`src/core/dspwm_defs.vh`:
```
// register offsets, field positions, reset values and timing constants of the dual-slope pwm stage
`ifndef DSPWM_DEFS_VH
`define DSPWM_DEFS_VH
// ============================================================
// register offsets (register index on the plain port)
`define DSPWM_ADDR_W 4
`define DSPWM_OFS_CMP_A 4'h0
`define DSPWM_OFS_CMP_B 4'h1
`define DSPWM_OFS_TOP 4'h2
`define DSPWM_OFS_CMP_D 4'h3
`define DSPWM_OFS_MODE 4'h4
`define DSPWM_OFS_PORT 4'h5
`define DSPWM_OFS_DIR 4'h6
`define DSPWM_OFS_COUNT 4'h7
`define DSPWM_OFS_IRQ_STAT 4'h8
`define DSPWM_OFS_IRQ_CLR 4'h9
`define DSPWM_OFS_IRQ_EN 4'hA
// ============================================================
// mode register fields
`define DSPWM_MODE_A_LSB 0
`define DSPWM_MODE_B_LSB 2
`define DSPWM_MODE_D_LSB 4
`define DSPWM_MODE_RUN_BIT 6
// ============================================================
// output mode encodings
`define DSPWM_OM_OFF 2'h0
`define DSPWM_OM_COMPL 2'h1
`define DSPWM_OM_NONINV 2'h2
`define DSPWM_OM_INV 2'h3
// ============================================================
// reset values
`define DSPWM_RST_TOP 10'h3FF
`define DSPWM_RST_CMP 10'h000
`define DSPWM_RST_MODE 7'h00
`define DSPWM_RST_PORT 5'h00
// ============================================================
// timing
`define DSPWM_TICK_DIV 8'h01
`endif

```
`src/core/dspwm_top.v`:
```
// dual-slope pwm output stage: counter, compare channels, pin override and registers
// Operation
// - overflow flag set at every bottom
// - mode two non-inverted, three inverted pwm
// - channel a mode one gives complementary pair
// - match clears rising, sets falling
// - period spans twice top steps
// - top at bottom low, max high
// - pwm drives pin only if mode, dir
// - channel b true output on bit3
// - channel b inverted output on bit2
// - channel a true output on bit1
// - channel a inverted output on bit0
// - channel d inverted output on bit4
`timescale 1ns/1ns
`include "dspwm_defs.vh"
module dspwm_top #(
	parameter CW = 10
) (
	// clock and reset
	input wire core_clk_in,
	input wire nrst_in,
	// peripheral timer tick, may be asynchronous
	input wire timer_tick_in,
	// register port
	input wire [`DSPWM_ADDR_W-1:0] addr_in,
	input wire [CW-1:0] wdata_in,
	input wire wr_in,
	input wire rd_in,
	output reg [CW-1:0] rdata_out,
	// interrupt
	output reg irq_out,
	// port b pins bits 0..4
	output reg [4:0] port_b_out,
	output reg [4:0] port_b_oe_out
);
	// ============================================================
	// constants
	// counter step of one at full counter width, keeps the arithmetic width-clean
	localparam [CW-1:0] CNT_ONE = {{(CW-1){1'b0}}, 1'b1};
	// all-ones counter value, the top at which outputs are held high
	localparam [CW-1:0] CNT_MAX = {CW{1'b1}};
	// ============================================================
	// reset release
	// two flops so that release never lands close to an edge inside the block
	reg rst1_q;
	reg rst2_q; // released reset, active high level means running
	always @(posedge core_clk_in or negedge nrst_in) begin
		if (!nrst_in) begin
			rst1_q <= 1'b0;
			rst2_q <= 1'b0;
		end else begin
			rst1_q <= 1'b1;
			rst2_q <= rst1_q;
		end
	end
	wire rst_n = rst2_q;
	// ============================================================
	// software-facing registers
	reg [CW-1:0] cmp_a_q; // channel a compare
	reg [CW-1:0] cmp_b_q; // channel b compare
	reg [CW-1:0] top_q; // top compare register
	reg [CW-1:0] cmp_d_q; // channel d compare
	reg [6:0] mode_q; // output modes and run bit
	reg [4:0] port_q; // general port value
	reg [4:0] dir_q; // pin directions
	reg irq_en_q; // overflow interrupt enable
	reg ovf_stat_q; // sticky overflow status
	// ============================================================
	// timer domain shadows (input synchronisation stage)
	reg [CW-1:0] cmp_a_si_q;
	reg [CW-1:0] cmp_b_si_q;
	reg [CW-1:0] top_si_q;
	reg [CW-1:0] cmp_d_si_q;
	reg [6:0] mode_si_q;
	// ============================================================
	// counter state and output synchronisation stage
	reg [CW-1:0] pwm_counter_value_q;
	reg count_down_q; // direction: 1 while decrementing
	reg [CW-1:0] count_so_q; // counter copy seen by software
	reg [2:0] wave_q; // internal waveforms a, b, d (non-inverted)
	reg ovf_evt_q; // one-cycle bottom event
	wire tick_sync;
	reg tick_prev_q;
	wire step = tick_sync & ~tick_prev_q & mode_si_q[`DSPWM_MODE_RUN_BIT];
	// one rising edge of the filtered tick is one counter step, only while running
	// tick pin crosses through three sync flops and the filter output flop
	dspwm_sync3 #(.W(1)) u_tick_sync (
		.clk_in(core_clk_in),
		.nrst_in(rst_n),
		.d_in(timer_tick_in),
		.q_out(tick_sync)
	);
	// ============================================================
	// register writes and sticky status
	// writes land in the strobe cycle; counter and status offsets are read-only
	// a write to an unmapped offset changes nothing
	always @(posedge core_clk_in or negedge rst_n) begin
		if (!rst_n) begin
			cmp_a_q <= `DSPWM_RST_CMP;
			cmp_b_q <= `DSPWM_RST_CMP;
			cmp_d_q <= `DSPWM_RST_CMP;
			top_q <= `DSPWM_RST_TOP;
			mode_q <= `DSPWM_RST_MODE;
			port_q <= `DSPWM_RST_PORT;
			dir_q <= `DSPWM_RST_PORT;
			irq_en_q <= 1'b0;
			ovf_stat_q <= 1'b0;
		end else begin
			// address decode
			if (wr_in && addr_in == `DSPWM_OFS_CMP_A) begin
				cmp_a_q <= wdata_in;
			end else if (wr_in && addr_in == `DSPWM_OFS_CMP_B) begin
				cmp_b_q <= wdata_in;
			end else if (wr_in && addr_in == `DSPWM_OFS_TOP) begin
				top_q <= wdata_in;
			end else if (wr_in && addr_in == `DSPWM_OFS_CMP_D) begin
				cmp_d_q <= wdata_in;
			end else if (wr_in && addr_in == `DSPWM_OFS_MODE) begin
				mode_q <= wdata_in[6:0];
			end else if (wr_in && addr_in == `DSPWM_OFS_PORT) begin
				port_q <= wdata_in[4:0];
			end else if (wr_in && addr_in == `DSPWM_OFS_DIR) begin
				dir_q <= wdata_in[4:0];
			end else if (wr_in && addr_in == `DSPWM_OFS_IRQ_EN) begin
				irq_en_q <= wdata_in[0];
			end
			// clear register is write-only: a one in bit 0 drops the flag
			// set wins over clear in the same cycle
			if (ovf_evt_q) begin
				ovf_stat_q <= 1'b1;
			end else if (wr_in && addr_in == `DSPWM_OFS_IRQ_CLR && wdata_in[0]) begin
				ovf_stat_q <= 1'b0;
			end
		end
	end
	// ============================================================
	// read port, data one cycle after the strobe; unmapped reads zero
	// the strobe gates the data, so the bus sees zero between reads
	// count comes from the output copy, one clock behind the live counter
	always @(posedge core_clk_in or negedge rst_n) begin
		if (!rst_n) begin
			rdata_out <= {CW{1'b0}};
		end else if (!rd_in) begin
			rdata_out <= {CW{1'b0}};
		end else if (addr_in == `DSPWM_OFS_CMP_A) begin
			rdata_out <= cmp_a_q;
		end else if (addr_in == `DSPWM_OFS_CMP_B) begin
			rdata_out <= cmp_b_q;
		end else if (addr_in == `DSPWM_OFS_TOP) begin
			rdata_out <= top_q;
		end else if (addr_in == `DSPWM_OFS_CMP_D) begin
			rdata_out <= cmp_d_q;
		end else if (addr_in == `DSPWM_OFS_MODE) begin
			rdata_out <= {{(CW-7){1'b0}}, mode_q};
		end else if (addr_in == `DSPWM_OFS_PORT) begin
			rdata_out <= {{(CW-5){1'b0}}, port_q};
		end else if (addr_in == `DSPWM_OFS_DIR) begin
			rdata_out <= {{(CW-5){1'b0}}, dir_q};
		end else if (addr_in == `DSPWM_OFS_COUNT) begin
			rdata_out <= count_so_q;
		end else if (addr_in == `DSPWM_OFS_IRQ_STAT) begin
			rdata_out <= {{(CW-1){1'b0}}, ovf_stat_q};
		end else if (addr_in == `DSPWM_OFS_IRQ_EN) begin
			rdata_out <= {{(CW-1){1'b0}}, irq_en_q};
		end else begin
			rdata_out <= {CW{1'b0}};
		end
	end
	// ============================================================
	// input stage: compare and top shadows reload only at bottom while running so a period never tears
	// hazard: loading compares mid-period could leave a runt pulse on a pin
	// trade-off: a new value waits up to a whole period while running
	always @(posedge core_clk_in or negedge rst_n) begin
		if (!rst_n) begin
			cmp_a_si_q <= `DSPWM_RST_CMP;
			cmp_b_si_q <= `DSPWM_RST_CMP;
			cmp_d_si_q <= `DSPWM_RST_CMP;
			top_si_q <= `DSPWM_RST_TOP;
			mode_si_q <= `DSPWM_RST_MODE;
		end else begin
			mode_si_q <= mode_q;
			// compare values follow while stopped, else at bottom
			if (!mode_si_q[`DSPWM_MODE_RUN_BIT] ||
				(step && count_down_q && pwm_counter_value_q == {{(CW-1){1'b0}}, 1'b1})) begin
				cmp_a_si_q <= cmp_a_q;
				cmp_b_si_q <= cmp_b_q;
				cmp_d_si_q <= cmp_d_q;
				top_si_q <= top_q;
			end
		end
	end
	// ============================================================
	// dual-slope counter: up to top, down to bottom
	// limitation: a step needs a filtered tick edge, so at most one every few clocks
	// the counter only moves while the run bit is set in the timer domain
	always @(posedge core_clk_in or negedge rst_n) begin
		if (!rst_n) begin
			pwm_counter_value_q <= {CW{1'b0}};
			count_down_q <= 1'b0;
			tick_prev_q <= 1'b0;
			ovf_evt_q <= 1'b0;
			count_so_q <= {CW{1'b0}};
		end else begin
			tick_prev_q <= tick_sync;
			count_so_q <= pwm_counter_value_q;
			ovf_evt_q <= 1'b0;
			if (step) begin
				if (top_si_q == {CW{1'b0}}) begin
					// degenerate top: counter parks at bottom
					pwm_counter_value_q <= {CW{1'b0}};
					count_down_q <= 1'b0;
					ovf_evt_q <= 1'b1;
				end else if (!count_down_q) begin
					// turn one step early so that top itself is the peak value
					if (pwm_counter_value_q >= top_si_q - CNT_ONE) begin
						count_down_q <= 1'b1;
					end
					pwm_counter_value_q <= pwm_counter_value_q + CNT_ONE;
				end else begin
					// bottom is the step that lands on zero
					if (pwm_counter_value_q == CNT_ONE) begin
						count_down_q <= 1'b0;
						ovf_evt_q <= 1'b1;
					end
					pwm_counter_value_q <= pwm_counter_value_q - CNT_ONE;
				end
			end
		end
	end
	// ============================================================
	// compare per channel: clear on up match, set on down match
	// each channel keeps one wave flop; pin polarity is applied further on
	wire [3*CW-1:0] cmp_all = {cmp_d_si_q, cmp_b_si_q, cmp_a_si_q};
	genvar ch;
	generate
		for (ch = 0; ch < 3; ch = ch + 1) begin : g_chan
			always @(posedge core_clk_in or negedge rst_n) begin
				if (!rst_n) begin
					wave_q[ch] <= 1'b0;
				end else if (top_si_q == {CW{1'b0}}) begin
					wave_q[ch] <= 1'b0;
				end else if (top_si_q == CNT_MAX) begin
					// extremes of top override the compares entirely
					wave_q[ch] <= 1'b1;
				end else if (step && pwm_counter_value_q == cmp_all[ch*CW +: CW]) begin
					wave_q[ch] <= count_down_q;
				end
			end
		end
	endgenerate
	// ============================================================
	// output mode decode and pin override
	wire [1:0] om_a = mode_si_q[`DSPWM_MODE_A_LSB +: 2];
	wire [1:0] om_b = mode_si_q[`DSPWM_MODE_B_LSB +: 2];
	wire [1:0] om_d = mode_si_q[`DSPWM_MODE_D_LSB +: 2];
	// true and inverted outputs per channel; mode three flips polarity
	wire a_true = (om_a == `DSPWM_OM_INV) ? ~wave_q[0] : wave_q[0];
	wire b_true = (om_b == `DSPWM_OM_INV) ? ~wave_q[1] : wave_q[1];
	wire d_true = (om_d == `DSPWM_OM_INV) ? ~wave_q[2] : wave_q[2];
	// which pins the compare unit claims
	// mode one claims both pins of a pair; modes two and three only the even pin
	reg [4:0] pwm_sel;
	reg [4:0] pwm_val;
	always @* begin
		pwm_sel = 5'h00;
		pwm_val = 5'h00;
		// channel a: true on bit1, inverted on bit0
		pwm_sel[1] = (om_a == `DSPWM_OM_COMPL);
		pwm_sel[0] = (om_a != `DSPWM_OM_OFF);
		pwm_val[1] = a_true;
		pwm_val[0] = (om_a == `DSPWM_OM_COMPL) ? ~a_true : a_true;
		// channel b: true on bit3, inverted on bit2
		pwm_sel[3] = (om_b == `DSPWM_OM_COMPL);
		pwm_sel[2] = (om_b != `DSPWM_OM_OFF);
		pwm_val[3] = b_true;
		pwm_val[2] = (om_b == `DSPWM_OM_COMPL) ? ~b_true : b_true;
		// channel d: inverted pin on bit4 only
		pwm_sel[4] = (om_d != `DSPWM_OM_OFF);
		pwm_val[4] = (om_d == `DSPWM_OM_COMPL) ? ~d_true : d_true;
	end
	// ============================================================
	// registered pins and interrupt
	// every pin and flag leaves a flop, so the outputs never glitch
	// direction drives the enable straight; an input pin is never claimed
	always @(posedge core_clk_in or negedge rst_n) begin
		if (!rst_n) begin
			port_b_out <= 5'h00;
			port_b_oe_out <= 5'h00;
			irq_out <= 1'b0;
		end else begin
			// pwm replaces port value only where direction is output
			port_b_out <= (pwm_sel & dir_q & pwm_val) | (~(pwm_sel & dir_q) & port_q);
			port_b_oe_out <= dir_q;
			// interrupt is a level, high while status and enable are both set
			irq_out <= ovf_stat_q & irq_en_q;
		end
	end
endmodule // dspwm_top

```
`src/core/dspwm_sync3.v`:
```
// three-stage input synchroniser with agreement filter for the timer clock domain
`timescale 1ns/1ns
module dspwm_sync3 #(
	parameter W = 1
) (
	// clock and reset
	input wire clk_in,
	input wire nrst_in,
	// data
	input wire [W-1:0] d_in,
	output reg [W-1:0] q_out
);
	reg [W-1:0] s1_q; // first stage, read only by s2
	reg [W-1:0] s2_q;
	reg [W-1:0] s3_q;
	// ============================================================
	// shift chain; value accepted once stages two and three agree
	always @(posedge clk_in or negedge nrst_in) begin
		if (!nrst_in) begin
			s1_q <= {W{1'b0}};
			s2_q <= {W{1'b0}};
			s3_q <= {W{1'b0}};
			q_out <= {W{1'b0}};
		end else begin
			s1_q <= d_in;
			s2_q <= s1_q;
			s3_q <= s2_q;
			if (s2_q == s3_q) begin
				q_out <= s3_q;
			end
		end
	end
endmodule // dspwm_sync3

```
`config.mk`:
```
export PLATFORM = sky130hd
export DESIGN_NAME = dspwm_top
export DESIGN_NICKNAME = d
export VERILOG_FILES = /design/src/core/dspwm_top.v /design/src/core/dspwm_sync3.v
export VERILOG_INCLUDE_DIRS = /design/src /design/src/core
export SDC_FILE = /design/constraint.sdc
export NUM_CORES = 1
export LEC_CHECK = 0
export ABC_AREA = 1
export BUFFER_PORTS_ARGS = -buffer_cell sky130_fd_sc_hd__buf_2
export CAP_MARGIN = 20
export CELL_PAD_IN_SITES_DETAIL_PLACEMENT = 2
export CELL_PAD_IN_SITES_GLOBAL_PLACEMENT = 2
export CORE_ASPECT_RATIO = 1.75
export CORE_MARGIN = 1
export CORE_UTILIZATION = 38
export DETAILED_ROUTE_END_ITERATION = 7
export MAX_ROUTING_LAYER = met4
export PLACE_DENSITY = 0.76
export REMOVE_ABC_BUFFERS = 1
export SLEW_MARGIN = 15
export SYNTH_ARGS = -nofsm -noshare
export SYNTH_HDL_FRONTEND = slang
export SYNTH_SLANG_ARGS = --single-unit
export TNS_END_PERCENT = 100
```
`constraint.sdc`:
```
create_clock -name core_clk_in -period 5.4 [get_ports core_clk_in]
set_clock_uncertainty 0.1 [all_clocks]
set_input_delay 1.08 -clock core_clk_in [delete_from_list [all_inputs] [get_ports core_clk_in]]
set_output_delay 1.08 -clock core_clk_in [all_outputs]
set_load 0.03 [all_outputs]
```
; ---- Word-level counts from Yosys, hierarchy flattened
; Cells that the tools add are included.
[totals]
regBits = 159
word_cells = 151
[classes]
addsub = 3
order_cmp = 1
n_eq_ne = 22
n_mux = 38
n_bitwise = 22
n_reduce_logical = 33
[ops]
columns = operator, n
row1 = $mux 10, 11
row2 = $eq 10x10->1, 3
row3 = $mux 1, 27
row4 = $sub 10x1->10 const B, 2
row5 = $eq 4x3->1 const B, 4
row6 = $and 5x5->5, 3
row7 = $logic_and 1x1->1, 15
row8 = $not 1->1, 14
row9 = $eq 4x4->1 const B, 3
row10 = $add 10x1->10 const B, 1
row11 = $eq 10x1->1 const B, 1
row12 = $eq 10x10->1 const B, 1
row13 = $ge 10x10->1, 1
row14 = $logic_not 10->1, 1
row15 = $reduce_bool 3->1, 3
row16 = $eq 4x2->1 const B, 2
row17 = $reduce_and 8->1, 1
row18 = $reduce_bool 2->1, 4
row19 = $reduce_and 7->1, 1
row20 = $eq 2x1->1 const B, 3
row21 = $eq 2x2->1 const B, 3
row22 = $reduce_and 6->1, 1
row23 = $not 5->5, 1
row24 = $or 5x5->5, 1
row25 = other kinds (10), 12

; ---- Longest topological paths before layout
[logic_depth]
word_depth = 12
depth_mapped = 13
ltp_nobuf = 13

; ---- Hierarchy
; Synthesis repeated with hierarchy kept, for this count alone.
[unflattened]
cells_unflattened = 840
area_unflattened_um2 = 7352.1
[modules_own_cells]
columns = mod, instances, cells_per_inst, area_per_inst_um2
row1 = dspwm_top, 1, 832, 7235.7
row2 = dspwm_sync3, 1, 8, 116.4

; ---- Worst setup path after synthesis
; OpenSTA, ideal clock, no wires.
[synth_timing]
path_type = input to register
startpoint = in addr_in[3]
endpoint = reg rdata_out[4]
setup_time_ns = 0.114
arrival_time_ns = 1.955
required_ns = 5.186
slack_ns = 3.231
stages = 7
cell_sequence = nor2_1 -> inv_1 -> nor2_4 -> inv_1 -> or2_2 -> nand3_1 -> inv_1
[synth_via]
elab_chain_cells = 10
word_cells_on_any_way = 17
classes_between = eq/ne (7) / mux (9) / reduce/logical (1)
[synth_rtl]
columns = item, line_no
row1 = start: declaration, dspwm_top.v:26  ; input wire [`DSPWM_ADDR_W-1:0] addr_in,
row2 = $eq 4x3->1 (no source line), --
row3 = $mux 10, dspwm_top.v:160  ; end else if (addr_in == `DSPWM_OFS_COUNT) begin
row4 = $mux 10, dspwm_top.v:158  ; end else if (addr_in == `DSPWM_OFS_DIR) begin
row5 = $mux 10, dspwm_top.v:156  ; end else if (addr_in == `DSPWM_OFS_PORT) begin
row6 = $mux 10, dspwm_top.v:154  ; end else if (addr_in == `DSPWM_OFS_MODE) begin
row7 = $mux 10, dspwm_top.v:152  ; end else if (addr_in == `DSPWM_OFS_CMP_D) begin
row8 = $mux 10, dspwm_top.v:150  ; end else if (addr_in == `DSPWM_OFS_TOP) begin
row9 = $mux 10, dspwm_top.v:148  ; end else if (addr_in == `DSPWM_OFS_CMP_B) begin
row10 = $mux 10 *, dspwm_top.v:146  ; end else if (addr_in == `DSPWM_OFS_CMP_A) begin
row11 = $mux 10 *, dspwm_top.v:144  ; end else if (!rd_in) begin
row12 = end signal: assignment, dspwm_top.v:145  ; rdata_out <= {CW{1'b0}};
row13 = end signal: assignment, dspwm_top.v:147  ; rdata_out <= cmp_a_q;
row14 = end signal: assignment, dspwm_top.v:149  ; rdata_out <= cmp_b_q;
row15 = end: declaration, dspwm_top.v:30  ; output reg [CW-1:0] rdata_out,
; Mark *: on every way between the ends. The rest lies on a longest branch, timed or not.
; A chain may end at the register's enable or synchronous reset.

; ---- Worst setup path in the final report
[layout_timing]
startpoint = reg mode_si_q[6]
endpoint = reg top_si_q[3]
[layout_via]
elab_chain_cells = 4
word_cells_on_any_way = 5
classes_between = bitwise (1) / reduce/logical (4)
[layout_rtl]
columns = item, line_no
row1 = start: declaration, dspwm_top.v:75  ; reg [6:0] mode_si_q;
row2 = start signal: assignment, dspwm_top.v:180  ; mode_si_q <= `DSPWM_RST_MODE;
row3 = start signal: assignment, dspwm_top.v:182  ; mode_si_q <= mode_q;
row4 = $and 1x1->1, dspwm_top.v:85  ; wire step = tick_sync & ~tick_prev_q & mode_si_q[`DSPWM_MODE_RUN_BIT];
row5 = $logic_and 1x1->1 (2 in a row), dspwm_top.v:185  ; (step && count_down_q && pwm_counter_value_q == {{(CW-1){1'b0}}, 1'b1})) begin
row6 = $logic_or 1x1->1 *, dspwm_top.v:184  ; if (!mode_si_q[`DSPWM_MODE_RUN_BIT] ||
row7 = end signal: assignment, dspwm_top.v:179  ; top_si_q <= `DSPWM_RST_TOP;
row8 = end signal: assignment, dspwm_top.v:189  ; top_si_q <= top_q;
row9 = end: declaration, dspwm_top.v:73  ; reg [CW-1:0] top_si_q;
; Marks and branches as above.

==> results.yml <==
yosys:
  yosys_register_bits: 159
  async_flop_share_pct: 100.0
  ys_dominant_reg_cell: "dfrtp_1"
  synth_top_area_cell: "dfrtp_1"
  synth_cell_types: 38
  synth.top_cell.area_share_pct: 46.92
  synth_edf_count: 0
  postSynthCellCount: 852
  synth_area_leaders: "dfrtp_1, nand2_1, dfstp_2"
  ys.warnings.count: 0
  ys_seq_area_share_pct: 54.01
  syn_area_per_cell_um2: 8.701
  syn_area_um2: 7413
setup_path:
  crit_slowest_cell: "nand2_2"
  crit_start: "mode_si_q[6]"
  critPathRequiredTime_ns: 5.63
  rr_worst_depth: 6
  arrival_ns: 3.49
  worstSetupEndpointType: "register"
  path_max_fanout: 48
  reg2reg_slack_ns: 2.14
  crit_top_cell: "nand2_1"
  max_stage_delay_ns: 0.98
  r2r_end: "top_si_q[3]"
  crit_chain: "nand2_1 > nor2_2 > nand4_4 > nand2_2 > nand2_1 > o21ai_0"
  start_kind: "register"
  r2r-start: "mode_si_q[6]"
  crit_type: "reg -> reg"
  cp-endpoint: "top_si_q[3]"
drt:
  num_vias: 5989
  routed_wl_um: 24540
  drt-pass1-iter-count: 4
  routedWlPerCell_um: 21.77
  viasPerCell: 5.314
  ant_nets: 0
  drc: 0
  drt-initial-drc-count: 276
timing:
  rsz0062_at_grt: "no"
  fin_setup_tns_ns: 0
  setup_viol: 0
  min_period_ns: 3.260
  hold_viol: 0
  worst_slew_pin_slew_ns: 1.001
  finalCritPeriodShare_pct: 60.38
  relSlewSlack_pct: 33.03
  drv_slew: 0
  clock.fmax_ghz: 0.3067
clocking:
  clk_latency_ns: 0.43
  cts_buffer_depth: 2
  cts_hold_buf: 0
  post_cts_buffers: 0
  cts_buffers: 17
  cts_resized: 0
  clock-sinks: 159
  htree_num_levels: 4
  path_clk_slew_ns: 0.06
  ctsRootBufferMaster: "clkbuf_16"
  cts_tree: "built"
place:
  gp_congestion: 0.7952
  place_area_um2: 7744
  portBuffers: 39
  dp_hpwl_um: 17800
die:
  num_rows: 67
  core_area_um2: 19110
  initial_core_util_pct: 38.79
  io_pins: 40
  fp.dieW_um: 107.6
  fp.dieArea_um2: 20090
  die_h_um: 186.8
global_route:
  grt_max_degree: 64
  grt_usage_pct: 27.49
  grt_pass1_vias: 6945
  grt.overflow.total: 0
  antenna_found_initial: 0
  grt_first_pass_wirelength_um: 39340
finish:
  drive_above_1_share_pct: 12.53
  final_nets: 908
  register_area_um2: 4008
  area_delta_synth_final_pct: 11.88
  diodes: 0
  stdcell_area_um2: 8294
  multi_input_area_um2: 2988
  fillerInstances: 2128
power:
  cellPowerDensity_nw_per_um2: 486.1
  vdd_drop_max_uv: 261.6
  power_leakage_nw: 4.115
hold_path:
  hp-class: "reg -> reg"
job:
  drv_cap: 0
outcome:
  status: "complete, no violations"
metal layers:
layer,share of wire (%),track usage [%]
met1,38,29.31
met2,57,50.86
met3,1.8,3.528
met4,2.6,9.536
met5,0,-
metrics by stage:
| step | total power, mW | hold WS, ns | cells | util, % | worst slack (ns) |
|---|---|---|---|---|---|
| 2_1_floorplan | 2.461 | 0.2312 | 812 | - | 0.5766 |
| 3_3_place_gp | 2.821 | 0.2351 | 1095 | 40.51 | 2.133 |
| 3_5_place_dp | 2.917 | 0.2397 | 1095 | 40.51 | 2.028 |
| 4_1_cts | 4.073 | 0.2530 | 1127 | 43.39 | 2.069 |
| 5_1_grt | 4.266 | 0.2528 | 1127 | 43.39 | 1.806 |
| 6_report | 4.032 | 0.2491 | 1127 | 43.39 | 2.140 |
layout by cell type, fill, tap and decap left out, types with 4 or more instances in the layout:
master and instances:
o21ai_1 4, nor2_1 45, inv_2 6, xor2_1 20, a21oi_1 27, clkinv_2 8
dfrtp_1 138, nor3_1 14, ha_1 16, inv_1 55, buf_2 39, o21ai_0 91
clkbuf_16 17, nand3_1 64, dfstp_2 20, nand2_1 249, xnor2_1 25, nand4_1 15
power by group:
| group | internal, mW | total (mW) | switching [mW] | leakage [nW] |
|---|---|---|---|---|
| clock | 0.651 | 1.14 | 0.488 | 0.275 |
| sequential | 1.49 | 1.84 | 0.345 | 2.01 |
| combinational | 0.382 | 1.06 | 0.674 | 1.84 |
sequential cells by signal (all words and copies together) (netlist names), 7 cells and up:
name / count
top_q: 10
cmp_a_q: 10
top_si_q: 10
rdata_out: 10
mode_q: 7
cmp_a_si_q: 10
cmp_b_si_q: 10
mode_si_q: 7
count_so_q: 10
cmp_b_q: 10
cmp_d_q: 10
cmp_d_si_q: 10
pwm_counter_value_q: 10
logic make-up after synthesis:
| kind of cell | synth area share, % |
|---|---|
| XOR/XNOR | 5.316 |
| AND/OR/NAND/NOR | 23.36 |
| adder cells (fa/ha/maj) | 2.835 |
| AO/OA/AOI/OAI | 8.743 |
| buffers and inverters | 5.688 |
| other | 0.05058 |
| flip-flops | 54.01 |
layout make-up:
cell class                 count  area share, %
multi-input combinational    592          36.02
clock buffer                  20          5.506
inverter                      61          2.761
tap                          241          3.636
timing repair buffer          42          2.625
clock inverter                12          1.131
sequential                   159          48.32
Yosys cell counts, types with 3 or more instances:
| cell type | count |
|---|---|
| nand3b_1 | 3 |
| inv_2 | 6 |
| clkbuf_1 | 21 |
| a21oi_1 | 27 |
| nor2_1 | 45 |
| o21ai_1 | 4 |
| xor2_1 | 20 |
| o21ai_0 | 91 |
| ha_1 | 16 |
| nand4_1 | 15 |
| clkbuf_2 | 3 |
| buf_6 | 3 |
| nand3_1 | 64 |
| inv_1 | 55 |
| nand2_1 | 249 |
| buf_2 | 10 |
| xnor2_1 | 25 |
| dfstp_2 | 20 |
| nor3_1 | 14 |
| dfrtp_1 | 139 |
worst min-delay path by stage:
stage,cells after the start,startpoint,to
global route,0,u_tick_sync.s1_q,u_tick_sync.s2_q
finish,0,u_tick_sync.s1_q,u_tick_sync.s2_q
global placement,0,rst1_q,rst2_q
floorplan,0,rst1_q,rst2_q
CTS,0,u_tick_sync.s1_q,u_tick_sync.s2_q
detailed placement,0,u_tick_sync.s1_q,u_tick_sync.s2_q
critical path: cells and delay by family (launching register included):
kind	cells	cell delay [ns]
compound gates	1	0.13
simple gates	5	2.47
flops	1	0.39
Note: power is estimated with default switching activity, not from simulation.
